[src/include/alu_pkg.sv]
// Shared types and constants for the rotate / subtract-with-borrow ALU slice
package alu_pkg;
    localparam int DATA_W = 8;
    localparam int ADDR_W = 16;
    localparam int REG_IDX_W = 4;
    localparam int MSB_POS = 7;
    localparam int LSB_POS = 0;
    localparam logic [7:0] ZERO_BYTE = 8'h00;
    localparam logic [7:0] HIGH_PAGE_ZERO = 8'h00;
    localparam logic [3:0] FLAGS_RESET = 4'h0;

    // Operation selected by the decode stage
    typedef enum logic [1:0] {
        OP_NONE = 2'b00,
        OP_ROTATE_RIGHT_THROUGH_CARRY = 2'b01,
        OP_SUBTRACT_WITH_BORROW = 2'b10
    } op_type;

    // Condition flags
    typedef struct packed {
        logic carry;
        logic zero;
        logic overflow;
        logic negative;
    } flags_type;

    // Request from decode / memory stage
    typedef struct packed {
        op_type op;
        logic [3:0] dest_idx;
        logic [7:0] operand_a;
        logic op2_is_mem;
        logic [7:0] operand_b_reg;
        logic [7:0] direct_addr;
    } request_type;

    // Write-back toward the register file
    typedef struct packed {
        logic valid;
        logic [3:0] dest_idx;
        logic [7:0] data;
    } writeback_type;
endpackage : alu_pkg

[src/design/direct_addr_gen.sv]
// Data memory address former for direct operands with page extension
`timescale 1ns/1ps
`default_nettype none
module direct_addr_gen (
    // Operand address
    input wire logic [7:0] direct_addr,
    // Page extension state
    input wire logic page_ext_en,
    input wire logic [7:0] index_high_byte,
    // Memory address
    output logic [15:0] mem_addr
);
    // High byte from index register only with extension on
    always_comb begin
        if (page_ext_en) begin
            mem_addr = {index_high_byte, direct_addr}; // see RULE7
        end else begin
            mem_addr = {alu_pkg::HIGH_PAGE_ZERO, direct_addr}; // see RULE7
        end
    end
endmodule : direct_addr_gen
`default_nettype wire

[src/design/alu_core_comb.sv]
// Combinational result and flag computation for both operations
`timescale 1ns/1ps
`default_nettype none
module alu_core_comb (
    // Operation and operands
    input wire alu_pkg::op_type op,
    input wire logic [7:0] operand_a,
    input wire logic [7:0] operand_b,
    input wire alu_pkg::flags_type flags_in,
    // Results
    output logic [7:0] result,
    output alu_pkg::flags_type flags_out
);
    logic [8:0] sum;
    logic [7:0] inv_b;

    // Subtract as a + ~b + carry; carry out means no borrow
    assign inv_b = ~operand_b;
    assign sum = {1'b0, operand_a} + {1'b0, inv_b} + {8'h00, flags_in.carry}; // see RULE6

    // Result and flags per operation; untouched flags hold
    always_comb begin
        result = operand_a;
        flags_out = flags_in;
        case (op)
            alu_pkg::OP_ROTATE_RIGHT_THROUGH_CARRY: begin
                result = {flags_in.carry, operand_a[7:1]}; // see RULE2
                flags_out.carry = operand_a[alu_pkg::LSB_POS]; // see RULE1
                flags_out.zero = (result == alu_pkg::ZERO_BYTE); // see RULE3
                flags_out.negative = result[alu_pkg::MSB_POS]; // see RULE4
            end
            alu_pkg::OP_SUBTRACT_WITH_BORROW: begin
                result = sum[7:0];
                flags_out.carry = sum[8]; // see RULE8
                // Signed overflow: same-sign inputs to the adder, result differs
                flags_out.overflow = (operand_a[7] == inv_b[7]) &&
                    (sum[7] != operand_a[7]); // see RULE9
                flags_out.negative = sum[7]; // see RULE10
                flags_out.zero = (sum[7:0] == alu_pkg::ZERO_BYTE); // see RULE10, RULE11
            end
            default: begin
                result = operand_a;
                flags_out = flags_in;
            end
        endcase
    end
endmodule : alu_core_comb
`default_nettype wire

[src/design/rotate_carry_subtract_borrow_alu.sv]
// Top of the 8-bit rotate-through-carry / subtract-with-borrow ALU slice
// How it works
// RULE1: Rotate loads carry from old bit 0.
// RULE2: Rotate shifts right, old carry into bit 7.
// RULE3: Rotate sets zero flag on zero result.
// RULE4: Rotate sets negative from result bit 7.
// RULE5: Subtract takes register or direct-address operand.
// RULE6: Subtract is a plus inverted b plus carry.
// RULE7: Direct address high byte zero or index-high.
// RULE8: Subtract carry flag is adder carry out.
// RULE9: Subtract sets overflow on signed overflow.
// RULE10: Subtract sets negative and zero from result.
// RULE11: Zero flag reflects only latest byte result.
// RULE12: Flags and write-back commit in same cycle.
`timescale 1ns/1ps
`default_nettype none
module rotate_carry_subtract_borrow_alu (
    // Clock and reset
    input wire logic SYS_CLK,
    input wire logic RSTN,
    // Decode-stage request (first cycle: address issue)
    input wire logic REQ_VALID,
    input wire alu_pkg::request_type REQ,
    // Page extension state
    input wire logic PAGE_EXT_EN,
    input wire logic [7:0] INDEX_HIGH_BYTE,
    // Data memory read port
    output logic [15:0] MEM_ADDR,
    output logic MEM_RD,
    input wire logic [7:0] MEM_RDATA,
    // Execute / write-back results
    output alu_pkg::writeback_type WB,
    output alu_pkg::flags_type FLAGS
);
    alu_pkg::request_type exe_q;
    logic exe_valid_q;
    alu_pkg::flags_type flags_q;
    alu_pkg::flags_type flags_d;
    alu_pkg::writeback_type wb_q;
    logic [7:0] operand_b;
    logic [7:0] result;
    logic exe_is_rot;
    logic exe_is_sub;

    // Opcode tests shared by the memory strobe and the checks
    function automatic logic is_rotate(input alu_pkg::op_type op);
        return op == alu_pkg::OP_ROTATE_RIGHT_THROUGH_CARRY;
    endfunction : is_rotate

    function automatic logic is_subtract(input alu_pkg::op_type op);
        return op == alu_pkg::OP_SUBTRACT_WITH_BORROW;
    endfunction : is_subtract

    // Direct-address formation in the decode/memory stage
    direct_addr_gen u_addr (
        .direct_addr(REQ.direct_addr),
        .page_ext_en(PAGE_EXT_EN),
        .index_high_byte(INDEX_HIGH_BYTE),
        .mem_addr(MEM_ADDR)
    );

    // Memory read only for a direct-operand subtract
    assign MEM_RD = REQ_VALID && is_subtract(REQ.op) &&
        REQ.op2_is_mem; // see RULE5, RULE7

    // Pipeline register into the execute stage
    always_ff @(posedge SYS_CLK) begin
        if (!RSTN) begin
            exe_q <= '0;
            exe_valid_q <= 1'b0;
        end else begin
            exe_q <= REQ;
            exe_valid_q <= REQ_VALID && (REQ.op != alu_pkg::OP_NONE);
        end
    end

    // Second operand: memory data arrives a cycle after the address
    assign operand_b = exe_q.op2_is_mem ? MEM_RDATA : exe_q.operand_b_reg; // see RULE5

    // Decoded execute-stage operation, read only by the checks
    assign exe_is_rot = exe_valid_q && is_rotate(exe_q.op);
    assign exe_is_sub = exe_valid_q && is_subtract(exe_q.op);

    alu_core_comb u_core (
        .op(exe_valid_q ? exe_q.op : alu_pkg::OP_NONE),
        .operand_a(exe_q.operand_a),
        .operand_b(operand_b),
        .flags_in(flags_q),
        .result(result),
        .flags_out(flags_d)
    );

    // Flags commit in the execute cycle, next op sees them at once
    always_ff @(posedge SYS_CLK) begin
        if (!RSTN) begin
            flags_q <= alu_pkg::FLAGS_RESET;
        end else if (exe_valid_q) begin
            flags_q <= flags_d; // see RULE12
        end
    end

    // Write-back to the same register in that same cycle
    always_ff @(posedge SYS_CLK) begin
        if (!RSTN) begin
            wb_q <= '0;
        end else begin
            wb_q.valid <= exe_valid_q; // see RULE12
            wb_q.dest_idx <= exe_q.dest_idx; // see RULE2
            wb_q.data <= result;
        end
    end

    assign WB = wb_q;
    assign FLAGS = flags_q;

    // Checks
    a_rot_carry: assert property (@(posedge SYS_CLK) disable iff (!RSTN) // see RULE1
        exe_valid_q && exe_q.op == alu_pkg::OP_ROTATE_RIGHT_THROUGH_CARRY
        |=> FLAGS.carry == $past(exe_q.operand_a[0])) // see RULE1
        else $error("rotate carry wrong");
    a_rot_result: assert property (@(posedge SYS_CLK) disable iff (!RSTN) // see RULE2
        exe_valid_q && exe_q.op == alu_pkg::OP_ROTATE_RIGHT_THROUGH_CARRY
        |=> WB.data == {$past(flags_q.carry), $past(exe_q.operand_a[7:1])}) // see RULE2
        else $error("rotate result wrong");
    a_rot_zero: assert property (@(posedge SYS_CLK) disable iff (!RSTN) // see RULE3
        exe_valid_q && exe_q.op == alu_pkg::OP_ROTATE_RIGHT_THROUGH_CARRY
        |=> FLAGS.zero == (WB.data == 8'h00)) // see RULE3
        else $error("rotate zero wrong");
    a_rot_neg: assert property (@(posedge SYS_CLK) disable iff (!RSTN) // see RULE4
        exe_valid_q && exe_q.op == alu_pkg::OP_ROTATE_RIGHT_THROUGH_CARRY
        |=> FLAGS.negative == WB.data[7]) // see RULE4
        else $error("rotate negative wrong");
    a_mem_read: assert property (@(posedge SYS_CLK) disable iff (!RSTN) // see RULE5
        MEM_RD |-> REQ.op2_is_mem) // see RULE5
        else $error("memory read without direct operand");
    a_sub_value: assert property (@(posedge SYS_CLK) disable iff (!RSTN) // see RULE6
        exe_valid_q && exe_q.op == alu_pkg::OP_SUBTRACT_WITH_BORROW
        |=> WB.data == 8'($past(exe_q.operand_a) - $past(operand_b)
            - {7'h00, ~$past(flags_q.carry)})) // see RULE6
        else $error("subtract result wrong");
    a_page_zero: assert property (@(posedge SYS_CLK) disable iff (!RSTN) // see RULE7
        MEM_RD && !PAGE_EXT_EN |-> MEM_ADDR[15:8] == 8'h00) // see RULE7
        else $error("high page not zero");
    a_page_ext: assert property (@(posedge SYS_CLK) disable iff (!RSTN) // see RULE7
        MEM_RD && PAGE_EXT_EN |-> MEM_ADDR[15:8] == INDEX_HIGH_BYTE) // see RULE7
        else $error("high page not index high");
    a_sub_carry: assert property (@(posedge SYS_CLK) disable iff (!RSTN) // see RULE8
        exe_valid_q && exe_q.op == alu_pkg::OP_SUBTRACT_WITH_BORROW
        |=> FLAGS.carry == ({1'b0, $past(exe_q.operand_a)} + {1'b0, ~$past(operand_b)}
            + {8'h00, $past(flags_q.carry)} > 9'h0FF)) // see RULE8
        else $error("subtract carry wrong");
    a_sub_ovf: assert property (@(posedge SYS_CLK) disable iff (!RSTN) // see RULE9
        exe_valid_q && exe_q.op == alu_pkg::OP_SUBTRACT_WITH_BORROW
        |=> FLAGS.overflow == (($past(exe_q.operand_a[7]) != $past(operand_b[7]))
            && (WB.data[7] != $past(exe_q.operand_a[7])))) // see RULE9
        else $error("subtract overflow wrong");
    a_sub_nz: assert property (@(posedge SYS_CLK) disable iff (!RSTN) // see RULE10, RULE11
        exe_valid_q && exe_q.op == alu_pkg::OP_SUBTRACT_WITH_BORROW
        |=> FLAGS.negative == WB.data[7] && FLAGS.zero == (WB.data == 8'h00)) // see RULE10, RULE11
        else $error("subtract negative or zero wrong");
    a_commit_same: assert property (@(posedge SYS_CLK) disable iff (!RSTN) // see RULE12
        !exe_valid_q |=> !WB.valid && FLAGS == $past(flags_q)) // see RULE12
        else $error("commit without instruction");

    // Further checks, mostly independent of the adder expression
    // Write-back goes to the register named by the instruction
    a_wb_dest_same: assert property ( // see RULE2
        @(posedge SYS_CLK) disable iff (!RSTN)
        exe_valid_q
        |=> WB.dest_idx == $past(exe_q.dest_idx))
        else $error("write-back destination wrong");

    // One write-back pulse per executed instruction
    a_wb_follows: assert property ( // see RULE12
        @(posedge SYS_CLK) disable iff (!RSTN)
        1'b1
        |-> WB.valid == $past(exe_valid_q))
        else $error("write-back pulse misplaced");

    // Only subtract touches the overflow flag
    a_ovf_only_sub: assert property ( // see RULE12
        @(posedge SYS_CLK) disable iff (!RSTN)
        exe_valid_q && !exe_is_sub
        |=> FLAGS.overflow == $past(flags_q.overflow))
        else $error("overflow changed outside subtract");

    // Rotate works on a register and never reads memory
    a_rot_no_mem: assert property ( // see RULE5
        @(posedge SYS_CLK) disable iff (!RSTN)
        REQ_VALID && is_rotate(REQ.op)
        |-> !MEM_RD)
        else $error("rotate read memory");

    // Register-operand subtract never reads memory
    a_sub_reg_no_mem: assert property ( // see RULE5
        @(posedge SYS_CLK) disable iff (!RSTN)
        REQ_VALID && is_subtract(REQ.op) && !REQ.op2_is_mem
        |-> !MEM_RD)
        else $error("register subtract read memory");

    // Low address byte is the direct operand itself
    a_addr_low: assert property ( // see RULE7
        @(posedge SYS_CLK) disable iff (!RSTN)
        MEM_RD
        |-> MEM_ADDR[7:0] == REQ.direct_addr)
        else $error("low address byte wrong");

    // With extension off the page byte is zero whatever the index holds
    a_ext_off_zero: assert property ( // see RULE7
        @(posedge SYS_CLK) disable iff (!RSTN)
        !PAGE_EXT_EN
        |-> MEM_ADDR[15:8] == 8'h00)
        else $error("page byte not zero with extension off");

    // Memory operand comes from the read data of the previous cycle
    a_sub_mem_operand: assert property ( // see RULE5
        @(posedge SYS_CLK) disable iff (!RSTN)
        exe_is_sub && exe_q.op2_is_mem
        |=> WB.data == 8'($past(exe_q.operand_a) + ~$past(MEM_RDATA)
            + {7'h00, $past(flags_q.carry)}))
        else $error("memory operand not used");

    // Register operand comes from the request
    a_sub_reg_operand: assert property ( // see RULE5
        @(posedge SYS_CLK) disable iff (!RSTN)
        exe_is_sub && !exe_q.op2_is_mem
        |=> WB.data == 8'($past(exe_q.operand_a) + ~$past(exe_q.operand_b_reg)
            + {7'h00, $past(flags_q.carry)}))
        else $error("register operand not used");

    // Carry set gives the plain difference
    a_sub_plain_diff: assert property ( // see RULE6
        @(posedge SYS_CLK) disable iff (!RSTN)
        exe_is_sub && flags_q.carry
        |=> WB.data == 8'($past(exe_q.operand_a) - $past(operand_b)))
        else $error("difference wrong with carry set");

    // Carry clear gives the difference less one
    a_sub_less_one: assert property ( // see RULE6
        @(posedge SYS_CLK) disable iff (!RSTN)
        exe_is_sub && !flags_q.carry
        |=> WB.data == 8'($past(exe_q.operand_a) - $past(operand_b) - 8'h01))
        else $error("difference wrong with carry clear");

    // Equal operands with carry in: no borrow and a zero byte
    a_sub_no_borrow: assert property ( // see RULE8, RULE10
        @(posedge SYS_CLK) disable iff (!RSTN)
        exe_is_sub && exe_q.operand_a == operand_b && flags_q.carry
        |=> FLAGS.carry && FLAGS.zero)
        else $error("equal operands gave borrow");

    // Zero minus one borrows and turns negative
    a_sub_neg_borrow: assert property ( // see RULE8, RULE10
        @(posedge SYS_CLK) disable iff (!RSTN)
        exe_is_sub && exe_q.operand_a == 8'h00 && operand_b == 8'h01 && flags_q.carry
        |=> !FLAGS.carry && FLAGS.negative)
        else $error("zero minus one flags wrong");

    // In a chain the zero flag follows only the last byte
    a_zero_latest: assert property ( // see RULE11
        @(posedge SYS_CLK) disable iff (!RSTN)
        exe_is_sub ##1 exe_is_sub
        |=> FLAGS.zero == (WB.data == 8'h00))
        else $error("zero flag not from last byte");

    // Rotate of one with carry clear: zero result, carry out
    a_rot_zero_carry: assert property ( // see RULE1, RULE3
        @(posedge SYS_CLK) disable iff (!RSTN)
        exe_is_rot && exe_q.operand_a == 8'h01 && !flags_q.carry
        |=> FLAGS.zero && FLAGS.carry)
        else $error("rotate of one flags wrong");

    // Rotated-in carry becomes the sign of the result
    a_rot_neg_carry: assert property ( // see RULE4
        @(posedge SYS_CLK) disable iff (!RSTN)
        exe_is_rot
        |=> FLAGS.negative == $past(flags_q.carry))
        else $error("rotate negative not old carry");

    // Flags never move without a write-back beside them
    a_flags_with_wb: assert property ( // see RULE12
        @(posedge SYS_CLK) disable iff (!RSTN)
        $changed(FLAGS)
        |-> WB.valid)
        else $error("flags changed without write-back");

    // A request with no operation produces no write-back
    a_none_no_wb: assert property ( // see RULE12
        @(posedge SYS_CLK) disable iff (!RSTN)
        REQ_VALID && REQ.op == alu_pkg::OP_NONE
        |-> ##2 !WB.valid)
        else $error("write-back for no operation");

    c_rotate: cover property (@(posedge SYS_CLK)
        exe_valid_q && exe_q.op == alu_pkg::OP_ROTATE_RIGHT_THROUGH_CARRY);
    c_sub_reg: cover property (@(posedge SYS_CLK)
        exe_valid_q && exe_q.op == alu_pkg::OP_SUBTRACT_WITH_BORROW && !exe_q.op2_is_mem);
    c_sub_mem_ext: cover property (@(posedge SYS_CLK) MEM_RD && PAGE_EXT_EN);
    c_chain: cover property (@(posedge SYS_CLK)
        exe_valid_q && exe_q.op == alu_pkg::OP_SUBTRACT_WITH_BORROW ##1
        exe_valid_q && exe_q.op == alu_pkg::OP_SUBTRACT_WITH_BORROW);
endmodule : rotate_carry_subtract_borrow_alu
`default_nettype wire

[config.mk]
export PLATFORM = sky130hd
export DESIGN_NAME = rotate_carry_subtract_borrow_alu
export DESIGN_NICKNAME = d
export VERILOG_FILES = /design/src/include/alu_pkg.sv /design/src/design/direct_addr_gen.sv /design/src/design/alu_core_comb.sv /design/src/design/rotate_carry_subtract_borrow_alu.sv
export SDC_FILE = /design/constraint.sdc
export NUM_CORES = 1
export LEC_CHECK = 0
export ABC_AREA = 1
export BUFFER_PORTS_ARGS = -buffer_cell sky130_fd_sc_hd__buf_2
export CORE_MARGIN = 5
export CORE_UTILIZATION = 44
export CTS_BUF_LIST = sky130_fd_sc_hd__clkbuf_8 sky130_fd_sc_hd__clkbuf_16
export DETAILED_ROUTE_END_ITERATION = 16
export PLACE_DENSITY = 0.81
export SYNTH_ARGS = -nofsm -noshare
export SYNTH_HDL_FRONTEND = slang
export SYNTH_HIERARCHICAL = 1
export SYNTH_SLANG_ARGS = --single-unit
export TNS_END_PERCENT = 20
[constraint.sdc]
create_clock -name SYS_CLK -period 2.5 [get_ports SYS_CLK]
set_input_delay 0.125 -clock SYS_CLK [delete_from_list [all_inputs] [get_ports SYS_CLK]]
set_output_delay 0.125 -clock SYS_CLK [all_outputs]
set_load 0.01 [all_outputs]
; ---- Word-level counts from Yosys, hierarchy flattened
; Cells that the tools add are included.
[word_totals]
reg_bits = 41
in_bits = 51
out_inout_bits = 34
wordCells = 37
[op_classes]
addsub = 2
n_eq_ne = 5
mux = 6
bitwise_logic = 1
reduce_logical = 10
[op_table]
columns = cell, count
row1 = 8-bit zero test, 2
row2 = 16-bit two-way mux, 1
row3 = 8-bit one-hot mux with 2 select lines, 1
row4 = 8-bit by 8-bit adder with 9-bit output, 1
row5 = 9-bit by 1-bit adder with 9-bit output, 1
row6 = 8-bit two-way mux, 1
row7 = 8-bit inverter, 1
row8 = 2-bit equality test (second input constant), 2
row9 = 1-bit logical AND, 4
row10 = 2-bit one-hot mux with 2 select lines, 1
row11 = 2-bit AND reduction, 2
row12 = 2-bit nonzero test, 2
row13 = 2-bit by 1-bit equality test with 1-bit output (second input constant), 1
row14 = 2-bit two-way mux, 1
row15 = 1-bit one-hot mux with 2 select lines, 1
row16 = 1-bit equality test, 1
row17 = 1-bit != test, 1

; ---- Logic depth before layout (Yosys ltp)
[depth]
word_depth = 6
ltp_mapped = 19
ltp_nobuf = 18

; ---- Hierarchy
; The synthesis kept the hierarchy.
[modules_own_cells]
columns = mod, n_inst, cells_each, area_per_inst_um2, seq_area_each_um2
row1 = rotate_carry_subtract_borrow_alu, 1, 171, 1331.3, 820.8
row2 = alu_core_comb, 1, 139, 763.2, 0.0
row3 = direct_addr_gen, 1, 25, 125.1, 0.0

; ---- Worst setup path after synthesis
; OpenSTA, ideal clock, no wires.
[synth_timing]
path_kind = flip-flop to flip-flop
from = register exe_q[16] (netlist bit)
to = register flags_q, in the netlist FLAGS[2]
setup_time_ns = 0.064
arrival_ns = 2.432
required_time_ns = 2.436
setup_slack_ns = 0.004
stages_incl_launch_ff = 17
path_buffers = 1
synth_period_minus_slack_ns = 2.496
path_cell_list = dfxtp_1 buf_2 nand2_1 o21ai_0 inv_1 fa_1 fa_1 nor3_2 nor2b_1 nand3_1 nor2_1 nand2_1 a21oi_2 inv_1 nand2_1 nand2_1 nor2_1
[synth_rtl]
columns = element, line_no
row1 = from (decl), rotate_carry_subtract_borrow_alu.sv:35  ; alu_pkg::request_type exe_q;
row2 = from (signal assigned), rotate_carry_subtract_borrow_alu.sv:69  ; exe_q <= '0;
row3 = from (signal assigned), rotate_carry_subtract_borrow_alu.sv:72  ; exe_q <= REQ;
row4 = to (signal assigned), rotate_carry_subtract_borrow_alu.sv:96  ; flags_q <= alu_pkg::FLAGS_RESET;
row5 = to (signal assigned), rotate_carry_subtract_borrow_alu.sv:98  ; flags_q <= flags_d;
row6 = to (decl), rotate_carry_subtract_borrow_alu.sv:37  ; alu_pkg::flags_type flags_q;

==> flow_metrics.tcl <==
set metrics [dict create \
    status "finished clean" \
    drive_gt1_share_pct 23.0 \
    period_needed_ps 2400 \
    hold-path-cell-count 3 \
    finalSetupViolations 0 \
    relSlewSlack_pct 57.4 \
    netlist_instances 335 \
    end_kind "register" \
    fp-row-count 25 \
    routabilityCongestion 0.850 \
    fin_util_pct 55.5 \
    worstMarginPinSlew_ps 639 \
    finalInstanceArea_mm2 0.00267 \
    cts_tree "done" \
    die_x_um 81.0 \
    cts_hold_buf 0 \
    yosys_warnings 6 \
    clk_latency_ps 290 \
    htree_levels 2 \
    rr_worst_depth 14 \
    critPathRequiredTime_ps 2730 \
    placed_area_mm2 0.00255 \
    postCtsSetupRepairBufs 0 \
    synth-seq-area-share_pct 37.0 \
    synth-simple-area-share_pct 26.8 \
    post_cts_resized 0 \
    cts.root.buffer_cell "clkbuf_8" \
    synthAdderAreaFrac_pct 6.88 \
    grt_pass1_vias 1993 \
    dieHeight_um 81.0 \
    crit_type "register to register" \
    vias_per_cell 4.47 \
    drtIter0Drc 127 \
    drc 0 \
    syn_area_mm2 0.00222 \
    fmax_mhz 417 \
    p_leak_uw 0.00167 \
    dp_hpwl_um 4020 \
    synth_compound_area_share_pct 8.96 \
    syn_nets 397 \
    synth_area_per_cell_um2 6.63 \
    hp-class "primary input to register" \
    finalNetCount 457 \
    drt_wl_total_um 5010 \
    synthToLayoutAreaGrowth_pct 20.5 \
    cp_max_fo 3 \
    wl_per_cell_um 10.8 \
    skew_ps 3.73 \
    synth_xor_area_share_pct 0.395 \
    synth_area_leaders "dfxtp_1, nand2_1, inv_1" \
    dieArea_mm2 0.00657 \
    cts_buffers 5 \
    critical_path_arrival_ps 2630 \
    yosys.area.top_type_share_pct 37.0 \
    start_util_pct 46.1 \
    cap_violations 0 \
    ys_ff_latch 41 \
    drv_slew 0 \
    rsz0062_at_grt "yes" \
    io_buffers 68 \
    synth_top_area_cell "dfxtp_1" \
    synth_mux_area_share_pct 0 \
    track_usage_pct 16.2 \
    hold_viol 0 \
    clk_path_buf_depth 2 \
    overflow 0 \
    clkTransAtPathRegs_ps 70 \
    synth_top_family_by_area "simple AND/OR/NAND/NOR gates" \
    period_share_pct 96.0 \
    synth.distinct_cells 28 \
    vias 2069 \
    core_mm2 0.00482 \
    grt_pass1_wl_um 8320 \
    cp-start-kind "register" \
    ant_nets 0 \
    powerDensity_mw_per_mm2 587 \
    peakVddDrop_uv 370 \
    firstDrtPassIters 4 \
    io_pins 85 \
    antenna_found_initial 0 \
    antenna_cells 0 \
    grt_max_degree 41 \
    cts.sinks 41 \
]
-- per-layer routing --
metal	GRT usage (%)	vias up	routed length [µm]
met3	3.99	11	328
met1	19.2	904	2180
met2	27.7	57	2400
li1	-	1097	-
met5	0	-	0
met4	7.09	0	103
-- cells by family (layout without fill, tap and decap cells) --
logic type / count (synthesis) / in the layout
AOI/OAI and AO/OA: 34 / 34
xor gates and xnor gates: 1 / 1
adders and majority gates: 11 / 11
buffers and inverters: 105 / 166
DFF: 41 / 41
and+or+nand+nor: 143 / 143
-- final timing paths --
path                             start                     to  slack [ps]
setup reg to reg  exe_q[16]$_SDFF_PN0_  FLAGS[2]$_SDFFE_PN0P_         100
hold reg to reg   exe_q[25]$_SDFF_PN0_       WB[8]$_SDFF_PN0_         420
hold / removal                 REQ[13]   exe_q[13]$_SDFF_PN0_          10
setup / recovery  exe_q[16]$_SDFF_PN0_  FLAGS[2]$_SDFFE_PN0P_         100
-- worst max-delay path: stages (launching register included) --
cell and delay [ps]:
dfxtp_2 330, o21ai_1 140, inv_1 80, fa_2 410
fa_1 470, nor3_2 160, nor2b_2 140, nand3_1 70
nor2_1 110, nand2_1 70, a21oi_2 100, inv_1 50
nand2_1 50, nand2_1 40, nor2_1 110
-- state kept, by name, summed over array words and instances, names as in the netlist --
| register | count |
|---|---|
| FLAGS | 4 |
| WB | 13 |
| exe_q | 23 |
| exe_valid_q | 1 |
-- power by group --
group	total, µW	internal, µW	leakage (µW)	switching, µW
clock network	534	321	0.0000626	213
registers	713	690	0.000340	22.9
logic	323	133	0.00127	190
total	1570	1140	0.00167	426
-- metrics by stage --
| step | worst slack (ps) | hold slack [ps] | setup TNS (ps) | total power [µW] | cells |
|---|---|---|---|---|---|
| 3_3_place_gp | 110 | 250 | 0 | 1040 | 455 |
| 5_1_grt | -96.0 | 15.7 | -96.0 | 1660 | 463 |
| 6_report | 99.5 | 11.7 | 0 | 1570 | 463 |
| 3_5_place_dp | 5.68 | 250 | 0 | 1050 | 455 |
| 4_1_cts | 6.55 | 2.93 | 0 | 1580 | 463 |
| 2_1_floorplan | 4.42 | 218 | 0 | 958 | 335 |
-- placed cells by master (no fill, tap or decap), drive strengths merged, types with 2 or more instances in the layout --
cell type  instances
ha                 9
nor3               3
fa                 2
a22oi              2
buf               70
o22a               2
o21ai             11
inv               88
nand3             13
nor2              18
a21oi             18
nand2            103
clkbuf             6
dfxtp             41
nand4              3
-- cell type report --
class	count	area, µm²
Multi-Input combinational cell	189	966
Clock inverter	2	33.8
Fill cell	495	2140
Timing Repair Buffer	70	355
Clock buffer	6	82.6
Sequential cell	41	822
Tap cell	67	83.8
Inverter	88	330
-- Yosys cell counts --
master and number:
nand3_2 2, nand4_1 3, xor2_1 1, nand2_1 100, a21oi_2 1, nand3b_1 1, nor4_1 1, nor2_1 18
ha_1 9, fa_1 2, nor3_1 2, nand3_1 11, a21oi_1 16, a21oi_4 1, buf_2 6, o21ai_1 1
inv_1 86, a22oi_1 2, o21ai_0 10, o22a_1 2, inv_2 1, nand2_2 3, clkinv_1 1, a31oi_1 1
dfxtp_1 41, buf_4 11, nor3_2 1, nor2b_1 1
Note: power is estimated with default switching activity, not from simulation.
